### config.mk
export PLATFORM = sky130hd
export DESIGN_NAME = gcf_flag_out
export DESIGN_NICKNAME = d
export VERILOG_FILES = /design/src/rtl/gcf_pkg.sv /design/src/rtl/gcf_flag_out.sv
export SDC_FILE = /design/constraint.sdc
export NUM_CORES = 1
export LEC_CHECK = 0
export ABC_AREA = 1
export CAP_MARGIN = 30
export CORE_AREA = 4 4 131 133
export CTS_CLUSTER_SIZE = 24
export DETAILED_ROUTE_END_ITERATION = 8
export DIE_AREA = 0 0 135 137
export DONT_BUFFER_PORTS = 1
export GPL_TIMING_DRIVEN = 0
export PLACE_DENSITY = 0.68
export SLEW_MARGIN = 40
export SYNTH_ARGS = -nofsm -noshare
export SYNTH_HDL_FRONTEND = slang
export SYNTH_SLANG_ARGS = --single-unit
### constraint.sdc
create_clock -name clk -period 12.2 [get_ports clk]
set_input_delay 0 -clock clk [delete_from_list [all_inputs] [get_ports clk]]
set_output_delay 0 -clock clk [all_outputs]
set_load 0.02 [all_outputs]
### src/rtl/gcf_pkg.sv
/*
 * Shared constants and types for the gain-control peak and flag output block:
 * register indices, field positions, reset values and flag source codes.
 * Assumes a plain register port with 8-bit data and byte-indexed offsets.
 */
package gcf_pkg;
	// Register offsets; printed offsets are not word aligned, so they are indices
	localparam logic [9:0] OFS_PEAK0_LO = 10'h193; // Upper threshold zero, low bits
	localparam logic [9:0] OFS_PEAK0_HI = 10'h194; // Upper threshold zero, high bits
	localparam logic [9:0] OFS_PEAK1_LO = 10'h195; // Upper threshold one, low bits
	localparam logic [9:0] OFS_PEAK1_HI = 10'h196; // Upper threshold one, high bits
	localparam logic [9:0] OFS_FLOOR_LO = 10'h197; // Floor threshold, low bits
	localparam logic [9:0] OFS_FLOOR_HI = 10'h198; // Floor threshold, high bits
	localparam logic [9:0] OFS_HOLD_MANT = 10'h199; // Hold interval mantissa
	localparam logic [9:0] OFS_HOLD_EXP = 10'h19a; // Hold interval exponent
	localparam logic [9:0] OFS_SRC0 = 10'h19b; // First flag source
	localparam logic [9:0] OFS_SRC1 = 10'h19c; // Second flag source
	localparam logic [9:0] OFS_FLAG_EN = 10'h19e; // Flag output enables
	localparam logic [9:0] OFS_RST_LIMIT = 10'h188; // Converter reset count limit
	localparam logic [9:0] OFS_RST_LEN = 10'h189; // Converter reset pulse length
	localparam logic [9:0] OFS_IRQ_STATUS = 10'h1a0; // Sticky event status
	localparam logic [9:0] OFS_IRQ_MASK = 10'h1a1; // Interrupt mask
	localparam logic [9:0] OFS_LIVE = 10'h1a2; // Live indicator state

	// Field positions in the enable register
	localparam int BIT_FLAG0_ON = 0; // First flag output on
	localparam int BIT_FLAG1_ON = 1; // Second flag output on
	localparam int BIT_COMBINE = 4; // OR the reset pulse into peak flags

	// Reset values
	localparam logic [7:0] RST_ZERO = 8'h00; // Most registers
	localparam logic [2:0] RST_LIMIT = 3'h5; // Count limit after reset
	localparam logic [4:0] RST_LEN = 5'h01; // Pulse length after reset

	// Converter samples per window and per pulse-length unit
	localparam int WINDOW_SAMPLES = 8; // Samples in the full-scale window
	localparam int PULSE_UNIT = 8; // Converter clocks per pulse unit

	// Flag source codes
	typedef enum logic [2:0] {
		SRC_RESET = 3'b000, // Converter reset pulse
		SRC_ABOVE0 = 3'b100, // Peak above threshold zero
		SRC_ABOVE1 = 3'b101, // Peak above threshold one
		SRC_BELOW = 3'b110 // Peak below floor for hold interval
	} gcf_src_e;

	// Indicator bundle, also the layout of status, mask and live registers
	typedef struct packed {
		logic below; // Bit 3: below floor for hold interval
		logic above1; // Bit 2: above threshold one
		logic above0; // Bit 1: above threshold zero
		logic resetPulse; // Bit 0: converter reset pulse
	} gcf_ind_s;
endpackage
### src/rtl/gcf_flag_out.sv
/*
 * Peak-detect and flag-output logic for automatic gain control: threshold
 * compares, floor hold timer, converter reset detector and pulse, register
 * file, event interrupt and the two flag pins.
 * Assumes peak and converter sample strobes are on clk; flag pins are pure
 * outputs read by external gain control logic.
 */
// Chosen here: the plain strobed port.
`timescale 1ns/1ps

module gcf_flag_out #(
	parameter int PEAK_W = 12 // Peak magnitude width
) (
	input wire logic clk, // 250 MHz clock
	input wire logic reset, // Asynchronous reset, active high
	input wire logic [9:0] regAddr, // Register index
	input wire logic [7:0] regWrData, // Register write data
	input wire logic regWr, // Write strobe
	input wire logic regRd, // Read strobe
	output logic [7:0] regRdData, // Read data, cycle after the strobe
	input wire logic peakValid, // New filtered-output peak sample
	input wire logic [PEAK_W-1:0] peakMag, // Filtered-output peak magnitude
	input wire logic convValid, // New converter sample
	input wire logic convFullScale, // Converter sample is at full scale
	output logic firstFlagPin, // First flag pin
	output logic secondFlagPin, // Second flag pin
	output logic irq // Level interrupt
);
	initial begin
		if (PEAK_W != 12) begin
			$error("gcf_flag_out: peak width must be 12");
		end
	end

	// Configuration registers
	logic [7:0] peak0Lo; // Threshold zero low bits
	logic [3:0] peak0Hi; // Threshold zero high bits
	logic [7:0] peak1Lo; // Threshold one low bits
	logic [3:0] peak1Hi; // Threshold one high bits
	logic [7:0] floorLo; // Floor low bits
	logic [3:0] floorHi; // Floor high bits
	logic [7:0] holdMant; // Hold interval mantissa
	logic [3:0] holdExp; // Hold interval exponent
	logic [2:0] firstFlagSource; // First flag source code
	logic [2:0] secondFlagSource; // Second flag source code
	logic firstFlagOutputOn; // First flag enable
	logic secondFlagOutputOn; // Second flag enable
	logic combineReset; // OR reset pulse into peak flags
	logic [2:0] resetCountLimit; // Full-scale count limit
	logic [4:0] resetPulseLength; // Pulse length field
	gcf_pkg::gcf_ind_s irqStatus; // Sticky events
	gcf_pkg::gcf_ind_s irqMask; // Interrupt mask

	// Indicator state
	gcf_pkg::gcf_ind_s ind; // Live indicators
	gcf_pkg::gcf_ind_s indPrev; // Indicators one cycle ago
	logic [23:0] holdCount; // Samples spent below the floor
	logic [7:0] fsWindow; // Full-scale history of eight samples
	logic [7:0] pulseCount; // Converter clocks left in the pulse

	// Full 12-bit thresholds and the 24-bit hold interval
	logic [11:0] thr0; // Threshold zero
	logic [11:0] thr1; // Threshold one
	logic [11:0] thrFloor; // Floor threshold
	logic [23:0] holdTarget; // Hold interval in samples
	assign thr0 = {peak0Hi, peak0Lo};
	assign thr1 = {peak1Hi, peak1Lo};
	assign thrFloor = {floorHi, floorLo};
	assign holdTarget = 24'({holdMant, 15'h0000} >> (5'd15 - 5'(holdExp)));

	// Count of set bits in an eight-sample window
	function automatic logic [3:0] onesCount(input logic [7:0] w);
		logic [3:0] n;
		n = 4'h0;
		for (int i = 0; i < 8; i++) begin
			n = n + {3'h0, w[i]};
		end
		return n;
	endfunction

	// Choose an indicator by source code, with the combine option
	function automatic logic pickFlag(input logic [2:0] code, input gcf_pkg::gcf_ind_s v,
			input logic comb);
		logic r;
		case (code)
			gcf_pkg::SRC_RESET: r = v.resetPulse;
			gcf_pkg::SRC_ABOVE0: r = v.above0 | (comb & v.resetPulse);
			gcf_pkg::SRC_ABOVE1: r = v.above1 | (comb & v.resetPulse);
			gcf_pkg::SRC_BELOW: r = v.below | (comb & v.resetPulse);
			default: r = 1'b0;
		endcase
		return r;
	endfunction

	// Register writes; shorter fields keep the low bits
	always_ff @(posedge clk or posedge reset) begin
		if (reset) begin
			peak0Lo <= gcf_pkg::RST_ZERO;
			peak0Hi <= gcf_pkg::RST_ZERO[3:0];
			peak1Lo <= gcf_pkg::RST_ZERO;
			peak1Hi <= gcf_pkg::RST_ZERO[3:0];
			floorLo <= gcf_pkg::RST_ZERO;
			floorHi <= gcf_pkg::RST_ZERO[3:0];
			holdMant <= gcf_pkg::RST_ZERO;
			holdExp <= gcf_pkg::RST_ZERO[3:0];
			firstFlagSource <= gcf_pkg::RST_ZERO[2:0];
			secondFlagSource <= gcf_pkg::RST_ZERO[2:0];
			firstFlagOutputOn <= 1'b0;
			secondFlagOutputOn <= 1'b0;
			combineReset <= 1'b0;
			resetCountLimit <= gcf_pkg::RST_LIMIT;
			resetPulseLength <= gcf_pkg::RST_LEN;
			irqMask <= '0;
		end else if (regWr) begin
			case (regAddr)
				gcf_pkg::OFS_PEAK0_LO: peak0Lo <= regWrData;
				gcf_pkg::OFS_PEAK0_HI: peak0Hi <= regWrData[3:0];
				gcf_pkg::OFS_PEAK1_LO: peak1Lo <= regWrData;
				gcf_pkg::OFS_PEAK1_HI: peak1Hi <= regWrData[3:0];
				gcf_pkg::OFS_FLOOR_LO: floorLo <= regWrData;
				gcf_pkg::OFS_FLOOR_HI: floorHi <= regWrData[3:0];
				gcf_pkg::OFS_HOLD_MANT: holdMant <= regWrData;
				gcf_pkg::OFS_HOLD_EXP: holdExp <= regWrData[3:0];
				gcf_pkg::OFS_SRC0: firstFlagSource <= regWrData[2:0];
				gcf_pkg::OFS_SRC1: secondFlagSource <= regWrData[2:0];
				gcf_pkg::OFS_FLAG_EN: begin
					firstFlagOutputOn <= regWrData[gcf_pkg::BIT_FLAG0_ON];
					secondFlagOutputOn <= regWrData[gcf_pkg::BIT_FLAG1_ON];
					combineReset <= regWrData[gcf_pkg::BIT_COMBINE];
				end
				gcf_pkg::OFS_RST_LIMIT: resetCountLimit <= regWrData[2:0];
				gcf_pkg::OFS_RST_LEN: resetPulseLength <= regWrData[4:0];
				gcf_pkg::OFS_IRQ_MASK: irqMask <= regWrData[3:0];
				default: begin
					// Unmapped or read-only: ignored
				end
			endcase
		end
	end

	// Read data, valid only in the cycle after the read strobe
	always_ff @(posedge clk or posedge reset) begin
		if (reset) begin
			regRdData <= 8'h00;
		end else if (regRd) begin
			case (regAddr)
				gcf_pkg::OFS_PEAK0_LO: regRdData <= peak0Lo;
				gcf_pkg::OFS_PEAK0_HI: regRdData <= {4'h0, peak0Hi};
				gcf_pkg::OFS_PEAK1_LO: regRdData <= peak1Lo;
				gcf_pkg::OFS_PEAK1_HI: regRdData <= {4'h0, peak1Hi};
				gcf_pkg::OFS_FLOOR_LO: regRdData <= floorLo;
				gcf_pkg::OFS_FLOOR_HI: regRdData <= {4'h0, floorHi};
				gcf_pkg::OFS_HOLD_MANT: regRdData <= holdMant;
				gcf_pkg::OFS_HOLD_EXP: regRdData <= {4'h0, holdExp};
				gcf_pkg::OFS_SRC0: regRdData <= {5'h00, firstFlagSource};
				gcf_pkg::OFS_SRC1: regRdData <= {5'h00, secondFlagSource};
				gcf_pkg::OFS_FLAG_EN: begin
					regRdData <= {3'h0, combineReset, 2'h0, secondFlagOutputOn,
						firstFlagOutputOn};
				end
				gcf_pkg::OFS_RST_LIMIT: regRdData <= {5'h00, resetCountLimit};
				gcf_pkg::OFS_RST_LEN: regRdData <= {3'h0, resetPulseLength};
				gcf_pkg::OFS_IRQ_STATUS: regRdData <= {4'h0, irqStatus};
				gcf_pkg::OFS_IRQ_MASK: regRdData <= {4'h0, irqMask};
				gcf_pkg::OFS_LIVE: regRdData <= {4'h0, ind};
				default: regRdData <= 8'h00; // Unmapped reads as zero
			endcase
		end else begin
			regRdData <= 8'h00;
		end
	end

	// Upper threshold compares, updated on each peak sample
	always_ff @(posedge clk or posedge reset) begin
		if (reset) begin
			ind.above0 <= 1'b0;
			ind.above1 <= 1'b0;
		end else if (peakValid) begin
			ind.above0 <= peakMag > thr0;
			ind.above1 <= peakMag > thr1;
		end
	end

	// Floor hold timer: restarts when the peak reaches the floor
	always_ff @(posedge clk or posedge reset) begin
		if (reset) begin
			holdCount <= 24'h00_0000;
			ind.below <= 1'b0;
		end else if (peakValid) begin
			if (peakMag >= thrFloor) begin
				holdCount <= 24'h00_0000;
				ind.below <= 1'b0;
			end else if (holdCount + 24'h00_0001 >= holdTarget) begin
				holdCount <= holdTarget; // Saturate once the interval is met
				ind.below <= 1'b1;
			end else begin
				holdCount <= holdCount + 24'h00_0001;
			end
		end
	end

	// Full-scale window and converter reset pulse, counted in converter clocks
	always_ff @(posedge clk or posedge reset) begin
		if (reset) begin
			fsWindow <= 8'h00;
			pulseCount <= 8'h00;
			ind.resetPulse <= 1'b0;
		end else if (convValid) begin
			fsWindow <= {fsWindow[6:0], convFullScale};
			if (pulseCount != 8'h00) begin
				pulseCount <= pulseCount - 8'h01;
				ind.resetPulse <= pulseCount != 8'h01;
			end else if (onesCount(fsWindow) > {1'b0, resetCountLimit}) begin
				pulseCount <= 8'(({3'h0, resetPulseLength} + 8'h01) * 8'(gcf_pkg::PULSE_UNIT));
				ind.resetPulse <= 1'b1;
				fsWindow <= 8'h00; // Fresh window after firing
			end
		end
	end

	// Sticky status: rising indicator sets, write-one clears, set wins
	always_ff @(posedge clk or posedge reset) begin
		if (reset) begin
			indPrev <= '0;
			irqStatus <= '0;
		end else begin
			indPrev <= ind;
			if (regWr && regAddr == gcf_pkg::OFS_IRQ_STATUS) begin
				irqStatus <= (irqStatus & ~regWrData[3:0]) | (ind & ~indPrev);
			end else begin
				irqStatus <= irqStatus | (ind & ~indPrev);
			end
		end
	end

	// Interrupt level and flag pins, registered
	always_ff @(posedge clk or posedge reset) begin
		if (reset) begin
			irq <= 1'b0;
			firstFlagPin <= 1'b0;
			secondFlagPin <= 1'b0;
		end else begin
			irq <= |(irqStatus & irqMask);
			firstFlagPin <= firstFlagOutputOn &
				pickFlag(firstFlagSource, ind, combineReset);
			secondFlagPin <= secondFlagOutputOn &
				pickFlag(secondFlagSource, ind, combineReset);
		end
	end
endmodule

# After elaboration in Yosys (flattened, before gate mapping)

Index checks and enable logic that the tools add are counted.

Register bits: 132
Bits of input ports: 37
Output and inout bits: 11
Logic and storage cells: 129

Add/sub/neg operators: 11
Order comparisons: 5
Eq/ne operators: 23
Shift operators: 1
Multiplexer cells: 15
Bitwise logic cells: 13
Reductions and logical operators: 23

Operators by type and width:

| operator                                              | count |
|---|---|
| == test 10 x 9 -> 1 bit, second input constant        | 16 |
| case mux 8 bit (16 select lines)                      | 1 |
| two-way mux 24 bit                                    | 2 |
| two-way mux 8 bit                                     | 5 |
| AND reduction 2 bit                                   | 16 |
| adder 24 x 1 -> 24 bit, second input constant         | 1 |
| greater-or-equal comparator 24 bit                    | 1 |
| greater-than comparator 12 bit                        | 2 |
| right shift 23 x 5 -> 24 bit                          | 1 |
| == test 3 bit, second input constant                  | 6 |
| adder 4 x 1 -> 4 bit                                  | 4 |
| AND 4 bit                                             | 3 |
| greater-or-equal comparator 12 bit                    | 1 |
| inequality test 8 x 1 -> 1 bit, second input constant | 1 |
| inverter 4 bit                                        | 2 |
| bitwise OR 4 bit                                      | 2 |
| case mux 1 bit (4 select lines)                       | 2 |
| nonzero test 8 bit                                    | 1 |
| subtractor 8 x 1 -> 8 bit, second input constant      | 1 |
| logical NOT 3 bit                                     | 2 |
| adder 5 x 1 -> 5 bit, second input constant           | 1 |
| subtractor 4 x 4 -> 5 bit, first input constant       | 1 |
| adder 3 x 1 -> 4 bit                                  | 1 |
| greater-than comparator 4 x 3 -> 1 bit                | 1 |
| other kinds (9)                                       | 17 |

# Longest topological paths before layout

Gate-level depths: netlist of the first run.

Word-level depth: 10
Depth in mapped cells: 24
Mapped depth without buffers: 23

# Least setup slack after synthesis of the first run

Ideal clock, no wire load.

Path kind: register to register
Start point: register fsWindow[0]
End point: register pulseCount[7]
Library setup time: 0.134 ns
Arrival: 3.734 ns
Data required time: 12.066 ns
Slack: 8.333 ns
Stages on the path, launching flop included: 18
Path buffers: 0
Clock period less this slack: 3.867 ns
Path through: dfrtp_1 -> inv_1 -> fa_1 -> fa_1 -> fa_1 -> inv_1 -> ha_1 -> fa_1 -> xor2_1 -> ha_1 -> inv_1 -> o21bai_1 -> a22oi_1 -> nand2_1 -> nand2_1 -> clkinv_1 -> o211ai_1 -> o21ai_0

Word-level cells in the longest chain between the ends: 10

Ends and longest elaborated chain:

| what                                   | RTL line            | source |
|---|---|---|
| start: declaration                     | gcf_flag_out.sv:58  | `logic [7:0] fsWindow;` |
| start signal: assignment               | gcf_flag_out.sv:209 | `fsWindow <= {fsWindow[6:0], convFullScale};` |
| adder 1 x 1 -> 2 bit                   | gcf_flag_out.sv:76  | `n = n + {3'h0, w[i]};` |
| adder 2 x 1 -> 3 bit                   | gcf_flag_out.sv:76  |  |
| adder 3 x 1 -> 4 bit                   | gcf_flag_out.sv:76  |  |
| adder 4 x 1 -> 4 bit (4 in series)     | gcf_flag_out.sv:76  |  |
| greater-than comparator 4 x 3 -> 1 bit | gcf_flag_out.sv:213 | `end else if (onesCount(fsWindow) > {1'b0, resetCountLimit}) begin` |
| nonzero test 2 bit (no line)           | -                   |  |
| AND reduction 2 bit (no line)          | -                   |  |
| end signal: assignment                 | gcf_flag_out.sv:211 | `pulseCount <= pulseCount - 8'h01;` |
| end signal: assignment                 | gcf_flag_out.sv:214 | `pulseCount <= 8'(({3'h0, resetPulseLength} + 8'h01) * 8'(gcf_pkg::PULSE_UNIT));` |
| end: declaration                       | gcf_flag_out.sv:59  | `logic [7:0] pulseCount;` |

No other way between the ends.
A chain may end at the register's enable or synchronous reset.

# Worst setup path in the final report of the first run

Start point: register fsWindow[0]
End point: register ind[0] in the netlist's numbering

Word-level cells in the longest chain between the ends: 10

Ends and longest elaborated chain:

| what                                   | RTL line            | source |
|---|---|---|
| adder 1 x 1 -> 2 bit                   | gcf_flag_out.sv:76  |  |
| adder 2 x 1 -> 3 bit                   | gcf_flag_out.sv:76  |  |
| adder 3 x 1 -> 4 bit                   | gcf_flag_out.sv:76  |  |
| adder 4 x 1 -> 4 bit (4 in series)     | gcf_flag_out.sv:76  |  |
| greater-than comparator 4 x 3 -> 1 bit | gcf_flag_out.sv:213 |  |
| nonzero test 2 bit (no line)           | -                   |  |
| AND reduction 2 bit (no line)          | -                   |  |
| end: declaration                       | gcf_flag_out.sv:55  | `gcf_pkg::gcf_ind_s ind;` |

No other way between the ends.

==> impl_metrics.py, run 1 <==
metrics = {
    "clocking": {
        "clk_pin_slew_ns": 0.06,
        "numCtsBuffers": 17,
        "clock_latency_ns": 0.43,
        "cts_max_level": 4,
        "cts.sinks": 132,
        "root_buffer": "clkbuf_16",
        "clock_path_buffers": 2,
        "cts_tree": "built",
    },
    "yosys": {
        "synth.cell_area_mm2": 0.009027,
        "syn_inst": 1245,
        "synth-async-reset-ratio_pct": 100.0,
        "ys_seq_area_share_pct": 36.63,
        "yosys_warnings": 0,
        "avgSynthCellArea_um2": 7.251,
        "synth_edf_count": 0,
        "syn_nets": 1355,
        "synth_cell_types": 44,
        "ys_ff_latch": 132,
        "synthFlopType": "dfrtp_1",
    },
    "min_path": {
        "hold_class": "input port to flop",
        "hold_start": "regAddr[0]",
        "holdPathStages": 3,
        "min_to": "secondFlagSource[0]",
    },
    "timing": {
        "tightest_slew_ns": 0.6859,
        "fmax_mhz": 231.1,
        "clock_skew_ns": 0.009768,
        "tns_ns": 0,
        "rsz0062_at_grt": "false",
        "finalHoldViolCount": 0,
        "hold_slack_ns": 0.009259,
        "finalCritPeriodShare_pct": 35.47,
        "finalMaxSlewViolations": 0,
        "timing.slew.headroom_pct": 54.28,
        "setup_viol": 0,
        "fin_crit_ns": 4.327,
    },
    "floorplanning": {
        "start_util_pct": 57.04,
        "die_x_um": 135,
        "die-area_mm2": 0.01850,
        "ios": 48,
        "core_mm2": 0.01583,
        "row_count": 46,
        "dieHeight_um": 137,
    },
    "layout": {
        "multi_input_area_mm2": 0.004827,
        "num-nets-final": 1388,
        "drive_gt1_share_pct": 5.809,
        "final_common_cell": "nand2_1",
        "fill_cells": 1444,
        "regArea_mm2": 0.003307,
        "final_cell_mix": "317 x nand2_1, 186 x inv_1, 135 x o21ai_0",
        "area_delta_synth_final_pct": 11.91,
        "antenna_cells": 0,
    },
    "flow_run": {
        "max_cap_violations": 0,
    },
    "setup_path": {
        "r2r-end": "ind[0]",
        "worstPathRequired_ns": 12.49,
        "r2r-start": "fsWindow[0]",
        "crit_fanout": 10,
        "worst_r2r_path_depth": 16,
        "crit_type": "flop to flop",
        "worstPathArrival_ns": 4.62,
        "critPathLaunchType": "flop",
        "r2r_slack_ns": 7.87,
        "end_kind": "flop",
    },
    "route": {
        "post_drt_wl_per_cell_um": 16.35,
        "drt_iter0_markers": 582,
        "drtAntennaViolNets": 0,
        "avgViaCountPerCell": 5.536,
        "dr.pass1.iters": 5,
        "routed_wl_mm": 24.64,
        "num_vias": 8342,
        "drc": 0,
    },
    "run_status": {
        "outcome": "finished clean",
    },
    "place": {
        "hpwlAfterDp_mm": 18.53,
        "gp_congestion": 0.9622,
        "portBuffers": 0,
    },
    "global_routing": {
        "grt_max_degree": 76,
        "grt_antenna_before_repair": 0,
        "grt_pass1_wl_mm": 40.81,
        "gr-total-overflow": 0,
        "grt_usage_pct": 27.99,
        "grt_pass1_vias": 8093,
    },
    "power_and_ir_drop": {
        "power_leakage_nw": 4.829,
        "peakVddDrop_v": 0.0001071,
        "p_per_area_mw_per_mm2": 176.5,
        "totalPowerFinal_mw": 1.783,
    },
}
[worst max-delay path: stages (launching register included)]
cell      delay, ns
dfrtp_1        0.35
inv_1          0.07
fa_1           0.55
fa_1           0.44
fa_1           0.50
inv_1          0.04
ha_1           0.20
fa_1           0.47
ha_1           0.31
a21oi_1        0.14
o21bai_1       0.08
a22oi_1        0.19
nand2_1        0.08
nand2_1        0.17
clkinv_1       0.29
o21ai_0        0.19
o21ai_0        0.12
[cell type report]
cell class,count,area share [%]
Clock inverter,12,2.006
Tap cell,216,2.675
Sequential cell,132,32.73
Timing Repair Buffer,14,1.561
Multi-Input combinational cell,884,47.78
Clock buffer,20,4.323
Buffer,37,1.709
Inverter,192,7.208
[flip-flops by register name, indices dropped and copies added (netlist names), 4 cells and up]
register and flops:
floorLo 8, floorHi 4, indPrev 4, regRdData 8
irqMask 4, peak0Lo 8, irqStatus 4, fsWindow 8
ind 4, holdMant 8, pulseCount 8, peak1Lo 8
holdExp 4, holdCount 24, peak0Hi 4, resetPulseLength 5
peak1Hi 4
[per-stage QoR]
step	instance area (um^2)	worst slack, ns	std cells	utilization, %
2_1_floorplan	9027	8.333	1245	-
3_3_place_gp	9298	7.099	1461	58.74
3_5_place_dp	9333	7.933	1462	58.96
4_1_cts	10100	7.872	1507	63.83
5_1_grt	10100	7.659	1507	63.83
6_report	10100	7.873	1507	63.83
[routing by layer]
metal / share of wire [%] / global-route usage (%) / vias to the layer above / routed length [um]
li1: - / - / 4179 / -
met1: 45 / 36.88 / 3825 / 10980
met2: 45 / 44.66 / 269 / 11190
met3: 6.3 / 6.397 / 69 / 1548
met4: 3.8 / 11.81 / 0 / 926
met5: 0 / 0 / - / 0
[where the power goes]
part           switching (mW)  internal, mW  total, mW
sequential             0.0431         0.484      0.527
clock                   0.207         0.364      0.571
combinational           0.433         0.252      0.685
total                   0.683          1.10       1.78
[cells by family after synthesis]
| family | count (synthesis) | share of synthesized area, % |
|---|---|---|
| mux | 2 | 0.2218 |
| compound gates | 226 | 13.69 |
| simple gates | 565 | 27.36 |
| flops | 132 | 36.63 |
| fa+ha+maj | 73 | 10.45 |
| buf+inv | 229 | 9.896 |
| xor+xnor | 18 | 1.746 |
[Yosys cell counts, types with 4 or more instances]
| cell | n | share of area (%) |
|---|---|---|
| a21oi_1 | 34 | 1.9 |
| buf_2 | 12 | 0.67 |
| clkbuf_1 | 20 | 0.83 |
| dfrtp_1 | 129 | 36 |
| fa_1 | 4 | 0.89 |
| ha_1 | 69 | 9.6 |
| inv_1 | 187 | 7.8 |
| inv_2 | 4 | 0.17 |
| nand2_1 | 317 | 13 |
| nand2_2 | 4 | 0.28 |
| nand3_1 | 74 | 4.1 |
| nand4_1 | 49 | 3.4 |
| nor2_1 | 86 | 3.6 |
| nor2_2 | 6 | 0.42 |
| nor3_1 | 11 | 0.61 |
| nor4_1 | 5 | 0.35 |
| o21ai_0 | 135 | 7.5 |
| o221ai_1 | 5 | 0.49 |
| o22ai_1 | 33 | 2.3 |
| or2_2 | 5 | 0.35 |
| xor2_1 | 16 | 1.6 |
[worst max-delay path by stage]
stage / cells after the start / slack, ns / start / to
2_1_floorplan: 17 / 8.33 / fsWindow[0] / pulseCount[7]
3_3_place_gp: 1 / 7.10 / reset / peak0Lo[6]
3_5_place_dp: 16 / 7.93 / fsWindow[0] / ind[0]
4_1_cts: 16 / 7.87 / fsWindow[0] / ind[0]
5_1_grt: 16 / 7.66 / fsWindow[0] / ind[0]
6_report: 16 / 7.87 / fsWindow[0] / ind[0]
[repair_timing]
item	in CTS	in global routing
setup buffers	0	0
hold buffers	13	0
endpoints found under the hold margin	182	0
resized for setup	0	0
endpoints found under the setup margin	0	0
No activity file was read; power rests on OpenSTA's default activity.
==> run 2, diff against run 1 <==
- PLACE_DENSITY: 0.68 -> 0.71
- clock period: 12.2 -> 3.7 ns (I/O delays scaled with it)
==> run 2 against run 1 <==
The flow now finishes with violations (setup timing). Combinational power rose to 3.4 times the previous value. Hold slack better by 0.0087 ns. Sequential share of layout area fell by 0.41 points. Total power grew to 3.3 times the previous value. Setup slack worse by 8.0 ns. Clock power grew to 3.2 times the previous value. Core utilization is 0.83 points higher. Register-to-register slack worse by 8.0 ns.
==> impl_metrics.py, run 2 (synthesis gave the netlist of run 1 again) <==
metrics = {
    "run_status": {
        "outcome": "finished with violations",
        "violations": "setup timing",
    },
    "layout": {
        "final_cell_mix": "312 x nand2_1, 184 x inv_1, 129 x o21ai_0",
        "drive_gt1_share_pct": 7.948,
        "multi_input_area_mm2": 0.004918,
        "regArea_mm2": 0.003308,
        "num-nets-final": 1393,
        "largest_reg_flops": 24,
        "antenna_cells": 0,
        "area_delta_synth_final_pct": 13.36,
        "finalInstanceArea_mm2": 0.01023,
        "max_flop_register": "holdCount",
        "final_common_cell": "nand2_1",
        "fill_cells": 1428,
    },
    "floorplanning": {
        "row_count": 46,
        "die-area_mm2": 0.01850,
        "core_mm2": 0.01583,
        "dieHeight_um": 137,
        "ios": 48,
        "start_util_pct": 57.04,
        "die_x_um": 135,
    },
    "global_routing": {
        "grt_usage_pct": 28.17,
        "grt_max_degree": 82,
        "grt_pass1_wl_mm": 40.99,
        "grt_antenna_before_repair": 0,
        "gr-total-overflow": 0,
        "grt_pass1_vias": 8002,
    },
    "setup_path": {
        "crit_chain": "inv_2, fa_1, fa_1, fa_1, inv_2, ha_4, fa_2, ha_4, a21oi_2, o21bai_1, a22oi_2, nand2_2, nand2_4, clkinv_8, o211ai_1, o21ai_1",
        "crit_fanout": 10,
        "critPathLaunchType": "flop",
        "crit_slowest_cell": "fa_1",
        "worstPathRequired_ns": 4.00,
        "cp_common_cell": "fa_1",
        "cpPeakStageDelay_ns": 0.55,
        "end_kind": "flop",
        "r2r_slack_ns": -0.15,
        "worstPathArrival_ns": 4.15,
        "crit_type": "flop to flop",
    },
    "clocking": {
        "cts.sinks": 132,
        "numCtsBuffers": 17,
        "clk_pin_slew_ns": 0.06,
        "root_buffer": "clkbuf_16",
        "clock_path_buffers": 2,
        "cts_tree": "built",
        "clock_latency_ns": 0.43,
        "cts_max_level": 4,
    },
    "timing": {
        "tightest_slew_ns": 0.7018,
        "setup_viol": 17,
        "tns_ns": -1.217,
        "clock_skew_ns": 0.009691,
        "finalMaxSlewViolations": 0,
        "finalHoldViolCount": 0,
        "fmax_mhz": 259.8,
        "hold_slack_ns": 0.01799,
        "fin_crit_ns": 3.849,
        "timing.slew.headroom_pct": 53.21,
        "finalCritPeriodShare_pct": 104.0,
        "fin_ws_ns": -0.1490,
        "rsz0062_at_grt": "true",
    },
    "power_and_ir_drop": {
        "p_per_area_mw_per_mm2": 573.4,
        "power_leakage_nw": 4.849,
        "peakVddDrop_v": 0.0003895,
    },
    "route": {
        "drc": 0,
        "post_drt_wl_per_cell_um": 16.56,
        "drtAntennaViolNets": 0,
        "drt_iter0_markers": 790,
        "routed_wl_mm": 25.04,
        "num_vias": 8403,
        "avgViaCountPerCell": 5.558,
        "dr.pass1.iters": 6,
    },
    "place": {
        "portBuffers": 0,
        "gp_congestion": 0.9377,
        "place_area_mm2": 0.009361,
        "dp_slack_ns": -0.4595,
        "hpwlAfterDp_mm": 19.02,
    },
    "min_path": {
        "hold_class": "input port to flop",
    },
    "flow_run": {
        "max_cap_violations": 0,
    },
}
==> run 2: cell count changes in the layout (fill, tap and decap cells not counted), moves of 3 or more <==
| cell | change |
|---|---|
| ha_1 | -3 |
| inv_6 | +4 |
| nand2_2 | +4 |
| o21ai_2 | +4 |
| clkbuf_1 | -3 |
| nand2_1 | -5 |
| o21ai_0 | -6 |
==> run 2: area by class of cell <==
class	instances	share of cell area (%)
Multi-Input combinational cell	884	48.06
Sequential cell	132	32.33
Inverter	192	7.238
Clock buffer	17	4.157
Tap cell	216	2.641
Timing Repair Buffer	19	1.993
Clock inverter	15	1.895
Buffer	37	1.687
==> run 2: metal layers <==
layer | track usage, % | wire length (um) | vias up
li1 | - | - | 4182
met4 | 11.81 | 950 | 0
met5 | 0 | 0 | -
met1 | 36.15 | 10780 | 3902
met2 | 47.03 | 11880 | 261
met3 | 5.257 | 1425 | 58
==> run 2: critical path: cells and delay by family, from the launching register on <==
family	cells	cell delay, ns
adder cells (fa/ha/maj)	6	2.42
AO/OA/AOI/OAI	5	0.56
flip-flops	1	0.36
AND/OR/NAND/NOR	2	0.20
buffers and inverters	3	0.19
==> run 2: where the power goes <==
| part | internal, mW | switching, mW | leakage [nW] | total [mW] |
|---|---|---|---|---|
| Sequential | 1.60 | 0.147 | 1.75 | 1.74 |
| Clock | 1.08 | 0.729 | 0.294 | 1.81 |
| Combinational | 0.878 | 1.44 | 2.80 | 2.32 |
==> run 2: path summary, 6_finish.rpt <==
| path | start | end | depth (start not counted) |
|---|---|---|---|
| setup / recovery | fsWindow[3] | pulseCount[6] | 16 |
| max in group asynchronous | reset | peak1Hi[2] | 3 |
| min in group asynchronous | reset | fsWindow[1] | 2 |
| hold reg to reg | ind[2] | indPrev[2] | 0 |
| setup reg to reg | fsWindow[3] | pulseCount[6] | 16 |
| hold / removal | regAddr[1] | firstFlagOutputOn | 4 |
==> run 2: what timing repair did <==
item,in CTS,in global routing
endpoints found under the hold margin,179,0
hold buffers,15,0
pin swaps,3,1
resized for setup,10,15
setup endpoints to repair,19,40
setup buffers,1,2
==> run 2: stage by stage <==
step / std cells / utilization [%] / power [mW]
floorplan: 1245 / - / 3.496
global placement: 1461 / 58.92 / 3.906
detailed placement: 1462 / 59.15 / 3.973
CTS: 1510 / 64.25 / 5.824
global route: 1512 / 64.66 / 6.277
finish: 1512 / 64.66 / 5.868
==> run 3, diff against run 2 <==
- HOLD_SLACK_MARGIN: unset -> 0.03
- SKIP_LAST_GASP: unset -> 1
==> run 3 against run 2 <==
Final cell count increased by 0.20%. The flow still finishes with violations (setup timing). Core utilization increased by 0.13 points. First-iteration DRC count decreased by 3.9%. Sequential power about the same.
==> impl_metrics.py, run 3 (synthesis gave the netlist of run 1 again) <==
metrics = {
    "place": {
        "place_area_mm2": 0.009361,
        "portBuffers": 0,
        "hpwlAfterDp_mm": 19.02,
        "gp_congestion": 0.9377,
    },
    "timing": {
        "fin_crit_ns": 3.846,
        "tightest_slew_ns": 0.7041,
        "rsz0062_at_grt": "true",
        "setup_viol": 17,
        "clock_skew_ns": 0.009576,
        "finalHoldViolCount": 0,
        "finalMaxSlewViolations": 0,
        "timing.slew.headroom_pct": 53.06,
        "fin_ws_ns": -0.1465,
        "hold_slack_ns": 0.04056,
        "finalCritPeriodShare_pct": 104.0,
        "fmax_mhz": 260.0,
    },
    "floorplanning": {
        "row_count": 46,
        "dieHeight_um": 137,
        "die-area_mm2": 0.01850,
        "start_util_pct": 57.04,
        "die_x_um": 135,
        "ios": 48,
        "core_mm2": 0.01583,
    },
    "clocking": {
        "cts.sinks": 132,
        "clock_latency_ns": 0.43,
        "cts_tree": "built",
        "clk_pin_slew_ns": 0.06,
        "clock_path_buffers": 2,
        "numCtsBuffers": 17,
        "root_buffer": "clkbuf_16",
        "cts_max_level": 4,
    },
    "power_and_ir_drop": {
        "power_leakage_nw": 4.860,
        "p_per_area_mw_per_mm2": 571.8,
        "peakVddDrop_v": 0.0003871,
        "totalPowerFinal_mw": 5.864,
    },
    "global_routing": {
        "gr-usage-met1_pct": 36.15,
        "grt_usage_pct": 28.17,
        "gr-total-overflow": 0,
        "use_met3_pct": 5.184,
        "grt_max_degree": 82,
        "busiest_layer": "met2",
        "grt_pass1_wl_mm": 40.99,
        "grt_antenna_before_repair": 0,
        "grt_pass1_vias": 8004,
        "met2_usage_pct": 47.05,
    },
    "setup_path": {
        "r2r-start": "fsWindow[0]",
        "worstPathRequired_ns": 4.01,
        "crit_chain": "inv_1, fa_1, fa_1, fa_1, inv_2, ha_4, fa_2, ha_4, a21oi_2, o21bai_1, a22oi_2, nand2_2, nand2_4, clkinv_8, o211ai_1, o21ai_1",
        "crit_slowest_cell": "fa_2",
        "worstPathArrival_ns": 4.15,
        "critPathTopFamily": "adder cells",
        "crit_type": "flop to flop",
        "cpPeakStageDelay_ns": 0.55,
        "end_kind": "flop",
        "critPathLaunchType": "flop",
        "crit_fanout": 10,
        "cp_common_cell": "fa_1",
        "cp.buffers_inverters": 3,
        "critPathLaunch": "fsWindow[0]",
    },
    "layout": {
        "drive_gt1_share_pct": 7.698,
        "finalInstanceArea_mm2": 0.01025,
        "num-nets-final": 1396,
        "final_util_pct": 64.79,
        "largest_reg_flops": 24,
        "max_flop_register": "holdCount",
        "final_cell_mix": "313 x nand2_1, 184 x inv_1, 130 x o21ai_0",
        "area_delta_synth_final_pct": 13.60,
        "fill_cells": 1423,
        "antenna_cells": 0,
        "final_common_cell": "nand2_1",
    },
    "route": {
        "routed_wl_mm": 25.02,
        "num_vias": 8401,
        "drt_iter0_markers": 759,
        "post_drt_wl_per_cell_um": 16.52,
        "avgViaCountPerCell": 5.545,
        "dr.pass1.iters": 7,
        "drc": 0,
        "drtAntennaViolNets": 0,
    },
    "run_status": {
        "outcome": "finished with violations",
        "violations": "setup timing",
    },
    "flow_run": {
        "max_cap_violations": 0,
    },
    "min_path": {
        "hold_start": "peakValid",
        "hold_class": "input port to flop",
    },
}
## run 3: cell count changes in the layout (fill, tap and decap cells not counted), sizes merged
cell | previous run | this run
dlygate4sd3 | 15 | 18
## run 3: area by class of cell
cell class              instances  area, um^2  share of cell area (%)
multi-input cells             884        4910                   47.88
flip-flops and latches        132        3308                   32.26
inverters                     192       740.7                   7.223
clock buffers                  17       425.4                   4.148
well taps                     216       270.3                   2.635
repair buffers                 22       234.0                   2.282
clock inverters                15       193.9                   1.891
plain buffers                  37       172.7                   1.684
## run 3: worst paths after layout
path | slack [ns] | cells after the start | to
max | -0.15 | 16 | pulseCount[6]
min | 0.04 | 2 | holdCount[23]
max reg2reg | -0.15 | 16 | pulseCount[6]
min reg2reg | 0.38 | 0 | indPrev[1]
max in group asynchronous | 2.87 | 3 | peak1Hi[2]
min in group asynchronous | 0.10 | 2 | fsWindow[2]
## run 3: power breakdown
part	internal [mW]	switching [mW]
combinational	0.879	1.44
clock	1.08	0.728
sequential	1.60	0.144
total	3.55	2.31
## run 3: stage by stage
step	setup WS, ns	setup TNS, ns	std cells
3_5_place_dp	-0.4595	-3.551	1462
5_1_grt	-0.2871	-3.866	1515
6_report	-0.1465	-1.352	1515
2_1_floorplan	0.00001843	0	1245
4_1_cts	-0.1803	-1.705	1513
3_3_place_gp	-1.291	-167.59	1461
## run 3: what timing repair did
item,CTS,global route
gates resized for setup,10,11
setup endpoints to repair,19,40
endpoints found under the hold margin,188,0
hold buffers,18,0
pin swaps,3,1
buffers inserted,1,2
cloned,0,0
## run 3: metal layers
metal | up-vias | share of wire (%)
li1 | 4187 | -
met1 | 3897 | 43
met2 | 259 | 47
met3 | 58 | 5.4
met4 | 0 | 3.9
met5 | - | 0
